<file path="config.mk">
export PLATFORM = sky130hd
export DESIGN_NAME = lcc_core
export DESIGN_NICKNAME = d
export VERILOG_FILES = /design/src/logic/lcc_pkg.sv /design/src/logic/lcc_core.sv /design/src/logic/lcc_tick_gen.sv
export VERILOG_INCLUDE_DIRS = /design/src /design/src/logic
export SDC_FILE = /design/constraint.sdc
export NUM_CORES = 1
export LEC_CHECK = 0
export ABC_AREA = 1
export BUFFER_PORTS_ARGS = -buffer_cell sky130_fd_sc_hd__clkbuf_2
export CAP_MARGIN = 0
export CORE_MARGIN = 2
export CORE_UTILIZATION = 58
export CTS_CLUSTER_SIZE = 40
export DETAILED_ROUTE_END_ITERATION = 7
export PLACE_DENSITY = 0.78
export SYNTH_ARGS = -nofsm -noshare
export SYNTH_HDL_FRONTEND = slang
export SYNTH_SLANG_ARGS = --single-unit
</file>
<file path="constraint.sdc">
create_clock -name clock -period 31.1 [get_ports clock]
set_input_delay 6.22 -clock clock [delete_from_list [all_inputs] [get_ports clock]]
set_output_delay 6.22 -clock clock [all_outputs]
set_load 0.01 [all_outputs]
</file>
<file path="src/logic/lcc_params.svh">
// Constants shared by the linear charger control block
`ifndef LCC_PARAMS_SVH
`define LCC_PARAMS_SVH

`define LCC_CLK_HZ        40000000
`define LCC_TICK_S        1
`define LCC_PRE_TIME_MIN  30
`define LCC_FAST_TIME_H   10
`define LCC_PRE_TICKS     (`LCC_PRE_TIME_MIN * 60 / `LCC_TICK_S)
`define LCC_FAST_TICKS    (`LCC_FAST_TIME_H * 3600 / `LCC_TICK_S)
`define LCC_MIN_MA        11'h032
`define LCC_MAX_MA        11'h3E8
`define LCC_USB_LOW_MA    11'h064
`define LCC_USB_HIGH_MA   11'h1F4
`define LCC_SHORT_MIN_MA  11'h050
`define LCC_TERM_MIN_PCT  6'h05
`define LCC_TERM_MAX_PCT  6'h32
`define LCC_TERM_DEF_PCT  6'h0A
`define LCC_PCT_DIV       18'h00064
`define LCC_FOLD_STEP_MA  11'h00A
`define LCC_SEL_LOW       2'h0
`define LCC_SEL_FLOAT     2'h1
`define LCC_SEL_HIGH      2'h2

`endif

</file>
<file path="src/logic/lcc_pkg.sv">
// Types of the linear charger control block
package lcc_pkg;
	// Charge state machine, binary codes
	typedef enum logic [2:0] {
		LCC_PRE   = 3'h0,
		LCC_FAST  = 3'h1,
		LCC_HOLD  = 3'h2,
		LCC_DONE  = 3'h3,
		LCC_DIS   = 3'h4,
		LCC_FAULT = 3'h5
	} lcc_state_t;
endpackage

</file>
<file path="src/logic/lcc_core.sv">
// Control logic of a single-cell linear charger
`timescale 1ns/1ps
`include "lcc_params.svh"
module lcc_core #(
	parameter int TICK_CYC = `LCC_CLK_HZ * `LCC_TICK_S
) (
	// Clock and reset
	input  wire logic        clock,
	input  wire logic        rst,
	// Auto start and power
	input  wire logic        auto_start_input,
	input  wire logic        power_good,
	// Regulation conditions
	input  wire logic        input_voltage_foldback,
	input  wire logic        thermal_regulation,
	// Programming and measured output current
	input  wire logic [10:0] fast_current_program,
	input  wire logic        fast_current_short,
	input  wire logic [10:0] output_current,
	input  wire logic [5:0]  precharge_term_program,
	input  wire logic        precharge_term_open,
	input  wire logic [1:0]  input_limit_select,
	// Temperature sense comparators
	input  wire logic        ts_pulled_low,
	input  wire logic        ts_high,
	input  wire logic        temp_below_0,
	input  wire logic        temp_below_10,
	input  wire logic        temp_above_45,
	input  wire logic        temp_above_60,
	// Battery and output comparators
	input  wire logic        battery_charge_disable,
	input  wire logic        below_precharge_exit,
	input  wire logic        above_recharge_threshold,
	input  wire logic        current_at_term,
	input  wire logic        battery_present,
	// Outputs
	output logic             auto_start_output,
	output logic [10:0]      current_limit,
	output logic [10:0]      term_current,
	output logic             reg_voltage_reduced,
	output logic             charge_enable,
	output logic             charge_status_indicator_oe,
	output logic             battery_detect_run,
	output logic             timer_expired,
	output logic             short_latched,
	output lcc_pkg::lcc_state_t state
);
	logic        tick;       // Time-base tick
	logic        half_phase; // Alternate-tick phase
	logic        term_timer_disable_mode_prev;  // Mode flag last cycle
	logic        first_chg;  // First charge cycle
	logic        ind_keep;   // Indicator allowed
	logic [15:0] tmr;        // Safety timer, ticks
	logic [10:0] fold_cut;   // Foldback reduction
	logic        next_half;
	logic        next_term_timer_disable_mode_prev;
	logic        next_first;
	logic [15:0] next_tmr;
	logic [10:0] next_fold;
	logic        next_aso;
	logic [10:0] next_limit;
	logic [10:0] next_term;
	logic        next_vred;
	logic        next_en;
	logic        next_oe;
	logic        next_det;
	logic        next_exp;
	logic        next_short;
	lcc_pkg::lcc_state_t next_state;
	// Decoded flags
	logic        term_timer_disable_mode;
	logic        ts_fault;
	logic        disabled;
	logic        slow;
	logic        acc_tick;
	logic        term_timer_disable_mode_edge;
	logic [10:0] prog;
	logic [10:0] base;
	logic [5:0]  pct;
	logic [10:0] pre_cur;
	logic        charging;

	// Clamp a value into a range
	function automatic logic [10:0] clamp11(input logic [10:0] v, input logic [10:0] lo,
		input logic [10:0] hi);
		clamp11 = (v < lo) ? lo : ((v > hi) ? hi : v);
	endfunction

	// Percentage of the programmed current
	function automatic logic [10:0] pct_of(input logic [10:0] cur, input logic [5:0] p);
		logic [17:0] prod;
		prod = 18'(cur) * 18'(p);
		pct_of = 11'(prod / `LCC_PCT_DIV);
	endfunction

	lcc_tick_gen #(
		.TICK_CYC (TICK_CYC)
	) u_tick (
		.clock (clock),
		.rst   (rst),
		.tick  (tick)
	);

	// Flag decoding, all synchronous levels
	always_comb begin
		term_timer_disable_mode = ts_high && !ts_pulled_low;
		ts_fault = ts_pulled_low || temp_below_0 || temp_above_60;
		disabled = battery_charge_disable || (!term_timer_disable_mode && ts_fault) || !power_good;
		slow = thermal_regulation || input_voltage_foldback ||
			(input_limit_select == `LCC_SEL_FLOAT);
		acc_tick = tick && (!slow || half_phase);
		term_timer_disable_mode_edge = term_timer_disable_mode != term_timer_disable_mode_prev;
		prog = clamp11(fast_current_program, `LCC_MIN_MA, `LCC_MAX_MA);
		pct = precharge_term_open ? `LCC_TERM_DEF_PCT :
			6'(clamp11(11'(precharge_term_program), 11'(`LCC_TERM_MIN_PCT),
			11'(`LCC_TERM_MAX_PCT)));
		case (input_limit_select)
			`LCC_SEL_FLOAT: base = (prog < `LCC_USB_LOW_MA) ? prog : `LCC_USB_LOW_MA;
			`LCC_SEL_HIGH: base = (prog < `LCC_USB_HIGH_MA) ? prog : `LCC_USB_HIGH_MA;
			default: base = prog;
		endcase
		pre_cur = 11'(pct_of(prog, pct) << 1);
	end

	// State machine and timer next values
	always_comb begin
		next_state = state;
		next_tmr = tmr;
		next_first = first_chg;
		next_short = short_latched;
		next_exp = timer_expired;
		next_half = (tick && slow) ? !half_phase : half_phase;
		next_term_timer_disable_mode_prev = term_timer_disable_mode;
		if (fast_current_short && output_current >= `LCC_SHORT_MIN_MA) begin
			next_short = 1'b1;
		end
		if (acc_tick && !(term_timer_disable_mode && state != lcc_pkg::LCC_PRE)) begin
			next_tmr = tmr + 16'h0001;
		end
		case (state)
			lcc_pkg::LCC_PRE: begin
				if (!below_precharge_exit) begin
					next_state = lcc_pkg::LCC_FAST;
					next_tmr = 16'h0000;
				end else if (tmr >= 16'(`LCC_PRE_TICKS)) begin
					next_state = lcc_pkg::LCC_FAULT;
					next_exp = 1'b1;
				end
			end
			lcc_pkg::LCC_FAST, lcc_pkg::LCC_HOLD: begin
				if (!term_timer_disable_mode && tmr >= 16'(`LCC_FAST_TICKS)) begin
					next_state = lcc_pkg::LCC_FAULT;
					next_exp = 1'b1;
				end else if (above_recharge_threshold) begin
					next_state = lcc_pkg::LCC_HOLD;
					if (current_at_term) begin
						next_first = 1'b0;
						if (!term_timer_disable_mode && battery_present) begin
							next_state = lcc_pkg::LCC_DONE;
						end
					end
				end else begin
					next_state = lcc_pkg::LCC_FAST;
				end
			end
			lcc_pkg::LCC_DONE: begin
				if (!above_recharge_threshold || !battery_present) begin
					next_state = lcc_pkg::LCC_PRE;
					next_tmr = 16'h0000;
				end
			end
			lcc_pkg::LCC_DIS: begin
				if (!disabled) begin
					next_state = lcc_pkg::LCC_PRE;
					next_first = 1'b1;
				end
			end
			lcc_pkg::LCC_FAULT: begin
				next_state = lcc_pkg::LCC_FAULT;
			end
			default: next_state = lcc_pkg::LCC_DIS;
		endcase
		// Mode entry or exit restarts the cycle
		if (term_timer_disable_mode_edge) begin
			next_tmr = 16'h0000;
			next_exp = 1'b0;
			next_state = lcc_pkg::LCC_PRE;
			if (!term_timer_disable_mode && battery_present) begin
				next_first = 1'b1;
			end
		end
		// Priority: short latch, then disable
		if (next_short) begin
			next_state = lcc_pkg::LCC_FAULT;
		end else if (disabled) begin
			next_state = lcc_pkg::LCC_DIS;
			next_tmr = 16'h0000;
			next_exp = 1'b0;
		end
		if (!battery_present && !term_timer_disable_mode) begin
			next_first = 1'b0;
		end
		if (term_timer_disable_mode && !battery_present) begin
			next_first = 1'b0;
		end
	end

	// State machine registers; reset stands for a power cycle
	always_ff @(posedge clock) begin
		if (rst) begin
			state <= lcc_pkg::LCC_DIS;
			tmr <= 16'h0000;
			first_chg <= 1'b1;
			short_latched <= 1'b0;
			timer_expired <= 1'b0;
			half_phase <= 1'b0;
			term_timer_disable_mode_prev <= 1'b0;
		end else begin
			state <= next_state;
			tmr <= next_tmr;
			first_chg <= next_first;
			short_latched <= next_short;
			timer_expired <= next_exp;
			half_phase <= next_half;
			term_timer_disable_mode_prev <= next_term_timer_disable_mode_prev;
		end
	end

	// Output next values
	always_comb begin
		charging = (state == lcc_pkg::LCC_PRE) || (state == lcc_pkg::LCC_FAST) ||
			(state == lcc_pkg::LCC_HOLD);
		next_aso = auto_start_input || power_good;
		next_fold = fold_cut;
		if (tick) begin
			if (input_voltage_foldback) begin
				next_fold = (fold_cut < base) ? fold_cut + `LCC_FOLD_STEP_MA : base;
			end else begin
				next_fold = (fold_cut > `LCC_FOLD_STEP_MA) ?
					fold_cut - `LCC_FOLD_STEP_MA : 11'h000;
			end
		end
		if (!input_voltage_foldback && fold_cut > base) begin
			next_fold = base;
		end
		next_limit = (state == lcc_pkg::LCC_PRE && pre_cur < base) ? pre_cur : base;
		if (temp_below_10 && !temp_below_0) begin
			next_limit = next_limit >> 1;
		end
		next_limit = (next_limit > fold_cut) ? next_limit - fold_cut : 11'h000;
		if (!charging) begin
			next_limit = 11'h000;
		end
		next_term = pct_of(prog, pct);
		next_vred = temp_above_45 && !temp_above_60;
		next_en = charging;
		ind_keep = first_chg && charging && battery_present;
		next_oe = ind_keep;
		next_det = term_timer_disable_mode_edge ||
			(!term_timer_disable_mode && !ts_fault &&
			((state == lcc_pkg::LCC_HOLD && current_at_term) ||
			!battery_present));
	end

	// Output registers
	always_ff @(posedge clock) begin
		if (rst) begin
			auto_start_output <= 1'b0;
			current_limit <= 11'h000;
			term_current <= 11'h000;
			reg_voltage_reduced <= 1'b0;
			charge_enable <= 1'b0;
			charge_status_indicator_oe <= 1'b0;
			battery_detect_run <= 1'b0;
			fold_cut <= 11'h000;
		end else begin
			auto_start_output <= next_aso;
			current_limit <= next_limit;
			term_current <= next_term;
			reg_voltage_reduced <= next_vred;
			charge_enable <= next_en;
			charge_status_indicator_oe <= next_oe;
			battery_detect_run <= next_det;
			fold_cut <= next_fold;
		end
	end
endmodule

</file>
<file path="src/logic/lcc_tick_gen.sv">
// Free-running time base for the safety timers
`timescale 1ns/1ps
`include "lcc_params.svh"
module lcc_tick_gen #(
	parameter int TICK_CYC = `LCC_CLK_HZ * `LCC_TICK_S
) (
	// Clock and reset
	input  wire logic clock,
	input  wire logic rst,
	// One-cycle tick
	output logic      tick
);
	logic [31:0] cnt;       // Cycle counter
	logic [31:0] next_cnt;  // Next count
	logic        next_tick; // Next tick

	// Wrap at the tick period
	always_comb begin
		next_cnt = cnt + 32'h00000001;
		next_tick = 1'b0;
		if (cnt >= 32'(TICK_CYC - 1)) begin
			next_cnt = 32'h00000000;
			next_tick = 1'b1;
		end
	end

	// Registers
	always_ff @(posedge clock) begin
		if (rst) begin
			cnt <= 32'h00000000;
			tick <= 1'b0;
		end else begin
			cnt <= next_cnt;
			tick <= next_tick;
		end
	end
endmodule

</file>
# Word-level counts from Yosys, hierarchy flattened
# Index checks and enable logic that the tools add are counted.
# W data, S select, Z words.
dict set report op_classes {
  n_addsub 5
  multipliers 1
  div 1
  magnitude_cmp 15
  eq_ne 14
  mux 51
  n_bitwise 2
  reduce_logical 56
}
# op count
set op_table {}
lappend op_table {{$mux W11} 11}
lappend op_table {{$mux W16} 6}
lappend op_table {{$add A32 B1 Y32 const B} 1}
lappend op_table {{$ge A32 B26 Y1 const B} 1}
lappend op_table {{$pmux W16 S2} 1}
lappend op_table {{$gt A11 B11 Y1} 2}
lappend op_table {{$lt A11 B11 Y1} 2}
lappend op_table {{$pmux W11 S2} 1}
lappend op_table {{$logic_and A1 B1 Y1} 20}
lappend op_table {{$mux W1} 20}
lappend op_table {{$div A17 B7 Y18 const B} 1}
lappend op_table {{$mux W3} 6}
lappend op_table {{$mux W6} 3}
lappend op_table {{$mul A11 B6 Y17} 1}
lappend op_table {{$add A16 B1 Y16 const B} 1}
lappend op_table {{$ge A16 B11 Y1 const B} 1}
lappend op_table {{$ge A16 B16 Y1 const B} 1}
lappend op_table {{$pmux W3 S5} 1}
lappend op_table {{$logic_or A1 B1 Y1} 13}
lappend op_table {{$logic_not A1 Y1} 12}
lappend op_table {{$add A11 B4 Y11 const B} 1}
lappend op_table {{$ge A11 B7 Y1 const B} 1}
lappend op_table {{$gt A11 B10 Y1 const B} 1}
lappend op_table {{$gt A11 B4 Y1 const B} 1}
lappend op_table {{other kinds (27)} 36}
dict set report word_totals {
  regBits 95
  inputBits 49
  out_inout_bits 32
  wordCells 164
}

# Logic depth before layout (Yosys ltp)
# Gate-level depths: netlist of run 1.
dict set report logic_depth {
  ltp_word 13
  depth_mapped 107
  mapped_depth_nobuf 106
}

# Modules after synthesis
# From an unflattened synthesis of run 1, not the netlist that was laid out.
dict set report hier_totals {
  cells_unflattened 1499
  hier_area_um2 9739.3
}
# module instances cells_each area_each_um2 seq_area_each_um2
set modules_own_cells {}
lappend modules_own_cells {lcc_core 1 1288 8114.0 1241.2}
lappend modules_own_cells {lcc_tick_gen 1 211 1625.3 660.6}

# Least setup slack after synthesis of run 1
# Ideal clock, no wire load.
dict set report synth_path {
  path_kind {input -> register}
  from {in fast_current_program[7]}
  to {reg current_limit[5]}
  setup_ps 130
  arrival_time_ps 17235
  required_ps 30970
  setup_slack_ps 13735
  cell_stages 96
  path_buffers 1
  cell_sequence {nor2_1 > inv_1 > nor4_1 > inv_1 > a31oi_1 > a21oi_1 > inv_1 > nor2_1 > fa_1 > fa_1 > inv_1 > fa_1 > inv_1 > ha_1 > nand2_1 > inv_2 > nand2_1 > nor3_2 > [60 not listed] > inv_1 > a31oi_1 > nor2_1 > nor2_1 > inv_1 > a21oi_1 > nor2_1 > nor2_1 > o21bai_1 > nand3_1 > nand2_1 > nand2_1 > inv_1 > nor2_1 > nor2_1 > o211ai_1 > clkbuf_1 > nor3b_1}
}
dict set report synth_between {
  word_cells_on_any_way 19
  classes_between {add/sub: 1; mul: 1; div: 1; order compare: 6; mux: 7; bitwise: 1; reduce/logical: 2}
}
# element line_no
set synth_lines {}
lappend synth_lines {{from (decl)} lcc_core.sv:17} ;# input wire logic [10:0] fast_current_program,
lappend synth_lines {{$gt A11 B10 Y1} lcc_core.sv:86} ;# clamp11 = (v < lo) ? lo : ((v > hi) ? hi : v);
lappend synth_lines {{$mux W11} lcc_core.sv:86}
lappend synth_lines {{$mux W11 *} lcc_core.sv:86}
lappend synth_lines {{$mul A11 B6 Y17 *} -}
lappend synth_lines {{$div A17 B7 Y18 (no line) *} -}
lappend synth_lines {{net next_term[8]} lcc_core.sv:62} ;# logic [10:0] next_term;
lappend synth_lines {{$lt A11 B11 Y1} lcc_core.sv:246} ;# next_limit = (state == lcc_pkg::LCC_PRE && pre_cur < base) ? pre_cur : base;
lappend synth_lines {{$logic_and A1 B1 Y1} lcc_core.sv:246}
lappend synth_lines {{$mux W11 *} lcc_core.sv:246}
lappend synth_lines {{$mux W11 *} lcc_core.sv:247} ;# if (temp_below_10 && !temp_below_0) begin
lappend synth_lines {{$gt A11 B11 Y1} lcc_core.sv:250} ;# next_limit = (next_limit > fold_cut) ? next_limit - fold_cut : 11'h000;
lappend synth_lines {{$not A1 Y1 (no line)} -}
lappend synth_lines {{$reduce_or A3 Y1 (no line)} -}
lappend synth_lines {{to (signal assigned)} lcc_core.sv:278} ;# current_limit <= next_limit;
lappend synth_lines {{to (decl)} lcc_core.sv:38} ;# output logic [10:0] current_limit,
# The timed path passes the listed nets; every way through them passes the cells marked *.
# A chain may end at the register's enable or synchronous reset.

# Final worst setup path of run 1
dict set report layout_path {
  from {in fast_current_program[10]}
  to {reg current_limit[3]}
}
# The elaborated chain is that of the path after synthesis.

==> flow_summary.ini, run 1 <==
[timing]
tightest_slew_ns = 0.9836
slew_headroom_pct = 33.93
timing.final.crit_share_pct = 62.64
fmaxAchievable_mhz = 51.33
min_period_ns = 19.48
hold_viol_final = 0
whs_ns = 0.4531
fin_skew_ns = 0.01445
fin_setup_tns_ns = 0
rsz0062_at_grt = no
setup_viol = 0
drv_slew = 0

[clock_tree]
cts-root-buf = clkbuf_16
ctsResizeCount = 0
cts_sinks = 95
clk_latency_ns = 0.36
h-tree-depth = 3
cts_buffer_depth = 2
postCtsHoldBufs = 0
cts_setup_buffers = 0
cts_made_buffers = 9
cts_tree = yes
cts.clk_slew.worst_paths_ns = 0.07

[critical_path]
arrival_ns = 19.69
crit_path_max_incr_delay_ns = 0.61
r2r-start = state[0]
cp_data_required_time_ns = 31.31
rr_endpoint = current_limit[3]
cp-start-kind = input pin
r2r_cells = 29
crit_fanout = 15
crit_path_end_kind = register
cp_slowest_cell = o211ai_1
crit_path_frequent_cell = nand2_1
worst-setup-path-type = input pin to register
r2r_setup_slack_ns = 26.02

[job]
max_cap_violations = 0

[drt]
drtAntennaViolNets = 0
drt_first_pass_iters = 5
route.detailed.drc = 0
drtIter0Drc = 475
viasPerCell = 5.189
detail_route.wl_per_cell_um = 11.95
via_count = 9008
wl_um = 20750

[global_routing]
track_usage_pct = 25.03
grt_max_degree = 31
overflow = 0
grt_pass1_vias = 8501
antenna_found_initial = 0
grt_pass1_wl_um = 36780

[placement]
io_buffer_count = 76
hpwl_um = 16790
place_area_um2 = 10040
gp_congestion = 0.8897

[synth]
synth_area_leaders = dfxtp_1 20%, nand2_1 13%, inv_1 10%, ha_1 8.5%, fa_1 8.1%
synth_cell_types = 57
yosysTopAreaCell = dfxtp_1
synthArstFlopShare_pct = 0
yosys.cell_count.top_type = nand2_1
synth_edf_count = 0
seq_area_frac_synth_pct = 20.27
yosys_warnings = 0
syn_area_per_cell_um2 = 6.579
ys_seq_elements = 95
yosysTopAreaCellShare_pct = 20.27
synth_common_cells = 318 x nand2_1, 254 x inv_1, 174 x nor2_1, 95 x dfxtp_1, 71 x nand3_1
synth_area_um2 = 9381
synth_ff_type = dfxtp_1
synthCells = 1426

[worst_hold_path]
hold_depth = 1
hold_start = u_tick.cnt[0]
holdPathEnd = u_tick.cnt[0]
min_path_type = register to register

[floorplanning]
dieHeight_um = 131.2
ios = 81
dieArea_um2 = 17210
start_util_pct = 59.27
die_w_um = 131.2
coreArea_um2 = 15830
rows = 46

[finish]
stdcell_area_um2 = 10360
layout-drive-gt1-share_pct = 11.84
n_antenna_cell = 0
nNetsFinal = 1666
area_delta_synth_final_pct = 10.39

[status]
status = complete, no violations
how the worst max path moves through the flow:
| stage | startpoint | to | slack (ns) | cells after the start |
|---|---|---|---|---|
| global placement | fast_current_program[10] | current_limit[3] | 11.58 | 92 |
| global route | fast_current_program[10] | current_limit[1] | 9.96 | 97 |
| CTS | fast_current_program[10] | current_limit[3] | 11.68 | 94 |
| floorplan | fast_current_program[7] | current_limit[5] | 13.73 | 96 |
| finish | fast_current_program[10] | current_limit[3] | 11.62 | 92 |
| detailed placement | fast_current_program[10] | current_limit[3] | 11.36 | 96 |
sequential cells by signal, summed over array words and instances (netlist names), 3 cells and up:
| name | cells |
|---|---|
| fold_cut | 11 |
| current_limit | 11 |
| u_tick.cnt | 32 |
| term_current | 11 |
| tmr | 16 |
| state | 3 |
metrics by stage:
| step | std cells | setup WS (ns) | util, % |
|---|---|---|---|
| after detailed placement | 1720 | 11.36 | 63.46 |
| after floorplan | 1438 | 13.73 | - |
| after global placement | 1720 | 11.58 | 63.46 |
| final | 1736 | 11.62 | 65.43 |
| after global routing | 1736 | 9.963 | 65.43 |
| after CTS | 1736 | 11.68 | 65.43 |
layer usage:
metal  wire length [um]  up-vias  share of wire (%)  global-route usage [%]
met2               9735      185                 47                   43.39
met1               9590     4011                 46                   31.55
met3                801       42                3.9                   3.665
met4                624        0                3.0                   9.481
li1                   -     4770                  -                       -
met5                  0        -                  0                       0
critical path, delay by kind of cell:
kind,cells,cell delay (ns)
AOI/OAI and AO/OA,10,2.30
xor gates and xnor gates,1,0.25
adders and majority gates,6,2.52
buffers and inverters,11,1.09
and+or+nand+nor,64,7.27
cell usage in the layout, fill, tap and decap left out, types with 14 or more instances in the layout:
cell / n
nand2_1: 318
inv_1: 254
nor2_1: 174
dfxtp_1: 95
clkbuf_2: 76
nand3_1: 71
a21oi_1: 68
ha_1: 64
o21ai_0: 52
fa_1: 38
nand4_1: 32
nor3_1: 27
nand2_2: 24
xor2_1: 24
nor3b_1: 16
nand2_4: 15
conb_1: 14
layout make-up:
cell class	count	area [um^2]
clock buffers	9	225.2
fillers	1449	5472
well taps	216	270.3
multi-input cells	1066	6482
inverters	265	994.7
clock inverters	7	86.33
flip-flops and latches	95	1902
repair buffers	78	395.4
kinds of logic after synthesis:
| kind of cell | after synthesis | synth area share, % |
|---|---|---|
| buf+inv | 277 | 11.11 |
| flops | 95 | 20.27 |
| compound gates | 189 | 11.91 |
| fa+ha+maj | 102 | 16.64 |
| other cells | 2 | 0.08005 |
| simple gates | 726 | 36.49 |
| mux | 2 | 0.2134 |
| xor+xnor | 33 | 3.281 |
Power of run 1 is not shown: default switching activity piles up to over one toggle a cycle in this logic, so the estimate is an artifact.
==> inputs of run 2 (changes only) <==
==> constraint.sdc (replaced) <==
create_clock -name clock -period 19.2 [get_ports clock]
set_input_delay 3.84 -clock clock [delete_from_list [all_inputs] [get_ports clock]]
set_output_delay 3.84 -clock clock [all_outputs]
set_load 0.01 [all_outputs]
==> run 2 against run 1 <==
  * Clock-buffer cell count unchanged
  * First-iteration DRC count up 5.7%
  * Register-to-register slack worse by 12 ns
  * Worst setup slack worse by 9.7 ns
  * Wire length up 1.4%
  * Clock skew down 0.0019 ns
  * Core utilization unchanged
  * Cell area unchanged
  * Critical endpoint unchanged
  * Non-clock buffer count unchanged
  * Critical path type unchanged
  * Die area unchanged
==> flow_summary.ini, run 2 (synthesis gave the netlist of run 1 again) <==
[status]
status = complete, no violations

[finish]
final_cell_mix = 318 x nand2_1, 254 x inv_1, 174 x nor2_1
largest_reg_flops = 32
biggestRegsByFlops = u_tick.cnt: 32 flops, tmr: 16 flops
nNetsFinal = 1666
area_delta_synth_final_pct = 10.39
n_antenna_cell = 0
top_register = u_tick.cnt
nFillCells = 1424
post-route-util_pct = 65.43
layout_commonest_cell = nand2_1
layout-drive-gt1-share_pct = 11.84

[drt]
drt_first_pass_iters = 6
detail_route.wl_per_cell_um = 12.12
drtAntennaViolNets = 0
wl_um = 21050
drtIter0Drc = 502
viasPerCell = 5.234
via_count = 9086
route.detailed.drc = 0

[timing]
fin_skew_ns = 0.01255
slew_headroom_pct = 40.23
drv_slew = 0
tightest_slew_ns = 0.8933
timing.final.crit_share_pct = 89.83
whs_ns = 0.4633
fmaxAchievable_mhz = 57.98
setup_viol = 0
min_period_ns = 17.25
rsz0062_at_grt = no
hold_viol_final = 0
fin_setup_tns_ns = 0

[clock_tree]
cts_buffer_depth = 2
cts-root-buf = clkbuf_16
h-tree-depth = 3
cts_tree = yes
cts_made_buffers = 9
cts_setup_buffers = 0
cts.clk_slew.worst_paths_ns = 0.07
clk_latency_ns = 0.36
ctsResizeCount = 0
cts_sinks = 95
postCtsHoldBufs = 0

[critical_path]
cp_num_buf_inv = 11
cp_slowest_cell = o211ai_1
worst-setup-path-type = input pin to register
crit_path_frequent_cell = nand2_1
arrival_ns = 17.45
crit_fanout = 15
cp_data_required_time_ns = 19.40
cp-start-kind = input pin
crit_path_max_incr_delay_ns = 0.63
crit_path_end_kind = register
cp_top_family = simple AND/OR/NAND/NOR gates

[floorplanning]
rows = 46
dieHeight_um = 131.2
start_util_pct = 59.27
die_w_um = 131.2
dieArea_um2 = 17210
ios = 81
coreArea_um2 = 15830

[global_routing]
overflow = 0
grt_pass1_wl_um = 37230
track_usage_pct = 25.37
grt_max_degree = 31
antenna_found_initial = 0
grt_pass1_vias = 8563

[worst_hold_path]
min_path_type = register to register

[placement]
gp_congestion = 0.8920
hpwl_um = 16900
io_buffer_count = 76

[job]
max_cap_violations = 0
[run 2: cell counts in the layout (fill, tap and decap cells not counted)]
No cell type changed its count.
[run 2: routing by layer]
metal	part of all wire (%)	global-route usage, %	routed length [um]
met5	0	0	0
met4	2.7	7.971	572
met3	4.5	3.897	949
met2	48	45.44	10200
met1	44	31.32	9321
[run 2: final timing paths]
check	from	to	slack, ns	depth (start not counted)
max	fast_current_program[10]	current_limit[3]	1.95	92
min	u_tick.cnt[0]	u_tick.cnt[0]	0.46	1
max reg2reg	state[0]	current_limit[3]	14.09	29
min reg2reg	u_tick.cnt[0]	u_tick.cnt[0]	0.46	1
[run 2: area by class of cell]
| class | count | area, um^2 | area share [%] |
|---|---|---|---|
| clock buffer | 9 | 225.2 | 2.175 |
| clock inverter | 7 | 86.33 | 0.8336 |
| inverter | 265 | 994.7 | 9.605 |
| multi-input combinational | 1066 | 6482 | 62.60 |
| sequential | 95 | 1902 | 18.36 |
| tap | 216 | 270.3 | 2.610 |
| timing repair buffer | 78 | 395.4 | 3.818 |
[run 2: per-stage QoR]
step           setup slack (ns)  area, um^2  std cells
6_report                  1.953       10360       1736
5_1_grt                  0.2757       10360       1736
4_1_cts                   2.062       10360       1736
3_5_place_dp              1.865       10040       1720
3_3_place_gp              2.061       10040       1720
2_1_floorplan             4.215        9427       1438
Power of run 2 is left out for the same reason.
==> inputs of run 3 (changes only) <==
--- a/config.mk
+++ b/config.mk
@@ -6,14 +6,14 @@
 export SDC_FILE = /design/constraint.sdc
 export NUM_CORES = 1
 export LEC_CHECK = 0
-export ABC_AREA = 1
 export BUFFER_PORTS_ARGS = -buffer_cell sky130_fd_sc_hd__clkbuf_2
 export CAP_MARGIN = 0
 export CORE_MARGIN = 2
 export CORE_UTILIZATION = 58
+export CTS_CLUSTER_DIAMETER = 80
 export CTS_CLUSTER_SIZE = 40
 export DETAILED_ROUTE_END_ITERATION = 7
-export PLACE_DENSITY = 0.78
+export PLACE_DENSITY = 0.77
 export SYNTH_ARGS = -nofsm -noshare
 export SYNTH_HDL_FRONTEND = slang
 export SYNTH_SLANG_ARGS = --single-unit
==> run 3 against run 2 <==
  * Critical path depth fell by 14
  * Critical endpoint is now current_limit[2]
  * Sequential share of layout area shrank 3.4 points
  * Non-clock buffer count up 119
  * Flip-flop and latch count unchanged
  * Fmax fell by 7.8%
==> flow_summary.ini, run 3 <==
[critical_path]
crit_path_frequent_cell = a21o_1
arrival_ns = 18.95
crit_path_end_kind = register
worst-setup-path-type = input pin to register
crit_fanout = 9
r2r_setup_slack_ns = 14.84
crit_path_start = fast_current_program[10]
crit_path_max_incr_delay_ns = 0.56
cp_data_required_time_ns = 19.44
r2r-start = state[0]
rr_endpoint = current_limit[2]
cp-start-kind = input pin
r2r_cells = 19
cp_slowest_cell = fa_1

[drt]
viasPerCell = 6.292
via_count = 11029
drtAntennaViolNets = 0
drt_first_pass_iters = 5
route.detailed.drc = 0
detail_route.wl_per_cell_um = 17.23
drtIter0Drc = 906
wl_um = 30200

[placement]
dp_cells = 1697
io_buffer_count = 76
hpwl_um = 20660
gp_congestion = 0.9039

[synth]
synthAdderAreaFrac_pct = 15.55
yosys.area_share.xor_xnor_pct = 6.500
synthSimpleGateAreaFrac_pct = 24.72
seq_area_frac_synth_pct = 18.57
synth_compound_area_share_pct = 26.49
yosysTopAreaCellShare_pct = 18.57
synth_mux_area_share_pct = 2.016
synth_ff_type = dfxtp_1
synthArstFlopShare_pct = 0
yosysTopAreaCell = dfxtp_1
ys_seq_elements = 95
synth_top_family_by_area = compound AO/OA/AOI/OAI gates
synth_area_leaders = dfxtp_1 19%, ha_1 7.8%, fa_1 7.4%, nor2_1 6.8%, a21oi_1 4.2%
synth_common_cells = 186 x nor2_1, 101 x nand2_1, 95 x dfxtp_1, 93 x inv_1, 85 x a21oi_1
synthCells = 1353
synth_edf_count = 0
synth_area_um2 = 10240
synth_cell_types = 108
yosys_warnings = 0
yosys.cell_count.top_type = nor2_1
syn_area_per_cell_um2 = 7.569

[finish]
layout_commonest_cell = nor2_1
final_cell_mix = 180 x nor2_1, 113 x buf_4, 98 x nand2_1
largest_reg_flops = 32
nFillCells = 1311
layout-drive-gt1-share_pct = 24.21
area_delta_synth_final_pct = 24.51
biggestRegsByFlops = u_tick.cnt: 32 flops, tmr: 16 flops
top_register = u_tick.cnt
post-route-util_pct = 73.72
nNetsFinal = 1674
fin_cells = 1753
n_antenna_cell = 0

[clock_tree]
cts_sinks = 95
cts.clk_slew.worst_paths_ns = 0.08
cts_made_buffers = 9
cts-root-buf = clkbuf_16
cts_buffer_depth = 2
postCtsHoldBufs = 0
clk_latency_ns = 0.36
h-tree-depth = 3
cts_tree = yes

[global_routing]
grt_pass1_wl_um = 44640
antenna_found_initial = 0
grt_max_degree = 37
track_usage_pct = 28.92
overflow = 0
grt_pass1_vias = 9740

[floorplanning]
dieArea_um2 = 18740
ios = 81
start_util_pct = 59.21
coreArea_um2 = 17300
rows = 48
dieHeight_um = 136.9
die_w_um = 136.9

[worst_hold_path]
hold_depth = 1
min_path_type = register to register
holdPathEnd = u_tick.cnt[0]
hold_start = u_tick.cnt[0]

[job]
max_cap_violations = 0

[timing]
hold_viol_final = 0
min_period_ns = 18.71
slew_headroom_pct = 27.47
whs_ns = 0.4782
drv_slew = 0
tightest_slew_ns = 1.081
fmaxAchievable_mhz = 53.45
timing.final.crit_share_pct = 97.44
fin_skew_ns = 0.009369
setup_viol = 0

[status]
status = complete, no violations
-- run 3: cell types whose count changed in the layout (fill, tap and decap cells not counted), moves of 16 or more --
cell      delta
nand2_1    -220
inv_1      -161
buf_4      +111
xnor2_1     +37
a21o_1      +24
nand3_1     -23
nand2_2     -22
nor2b_1     +19
nand2b_1    +17
and3_1      +16
-- run 3: critical path, delay by kind of cell --
kind / cells / cell delay (ns)
AND/OR/NAND/NOR: 20 / 2.58
multiplexers: 1 / 0.36
AO/OA/AOI/OAI: 40 / 8.30
buffers and inverters: 11 / 1.48
adder cells (fa/ha/maj): 6 / 2.34
-- run 3: routing by layer --
metal  vias to the layer above  share of wire [%]  track usage (%)  wire length (um)
met5                         -                  0                0                 0
met4                         0                3.7            11.28              1122
met3                       100                7.0            4.111              2120
met2                       523                 49            48.28             14870
met1                      5186                 40            37.76             12080
li1                       5220                  -                -                 -
-- run 3: what timing repair did --
action                     in CTS  in global routing
resized for setup               0                161
setup endpoints to repair       0                 11
buffers inserted                0                 36
-- run 3: cells by family (layout without fill, tap and decap cells) --
logic type | after synthesis | count (layout)
adders and majority gates | 105 | 105
AOI/OAI and AO/OA | 384 | 384
other | 2 | 14
xor gates and xnor gates | 76 | 76
muxes | 18 | 18
and+or+nand+nor | 525 | 527
DFF | 95 | 95
buffers and inverters | 148 | 309
-- run 3: layout make-up --
cell class / count / area (um^2) / share of cell area [%]
tap: 225 / 281.5 / 2.208
timing repair buffer: 197 / 1313 / 10.29
sequential: 95 / 1902 / 14.92
multi-input combinational: 1124 / 8583 / 67.31
clock inverter: 7 / 81.33 / 0.6378
clock buffer: 9 / 225.2 / 1.766
inverter: 96 / 365.4 / 2.865
-- run 3: metrics by stage --
stage / cell area [um^2] / setup slack (ns) / setup TNS [ns]
6_report: 12750 / 0.4906 / 0
5_1_grt: 12750 / -0.4019 / -4.136
4_1_cts: 11620 / 0.1470 / 0
3_5_place_dp: 11310 / -0.1685 / -1.653
3_3_place_gp: 11310 / 0.002947 / 0
2_1_floorplan: 10290 / 0.3899 / 0
-- run 3: worst max-delay path by stage --
stage | to | slack, ns
final | current_limit[2] | 0.49
after global routing | current_limit[2] | -0.40
after CTS | current_limit[2] | 0.15
after detailed placement | current_limit[2] | -0.17
after global placement | current_limit[2] | 0.003
after floorplan | current_limit[10] | 0.39
Power of run 3 is left out for the same reason.
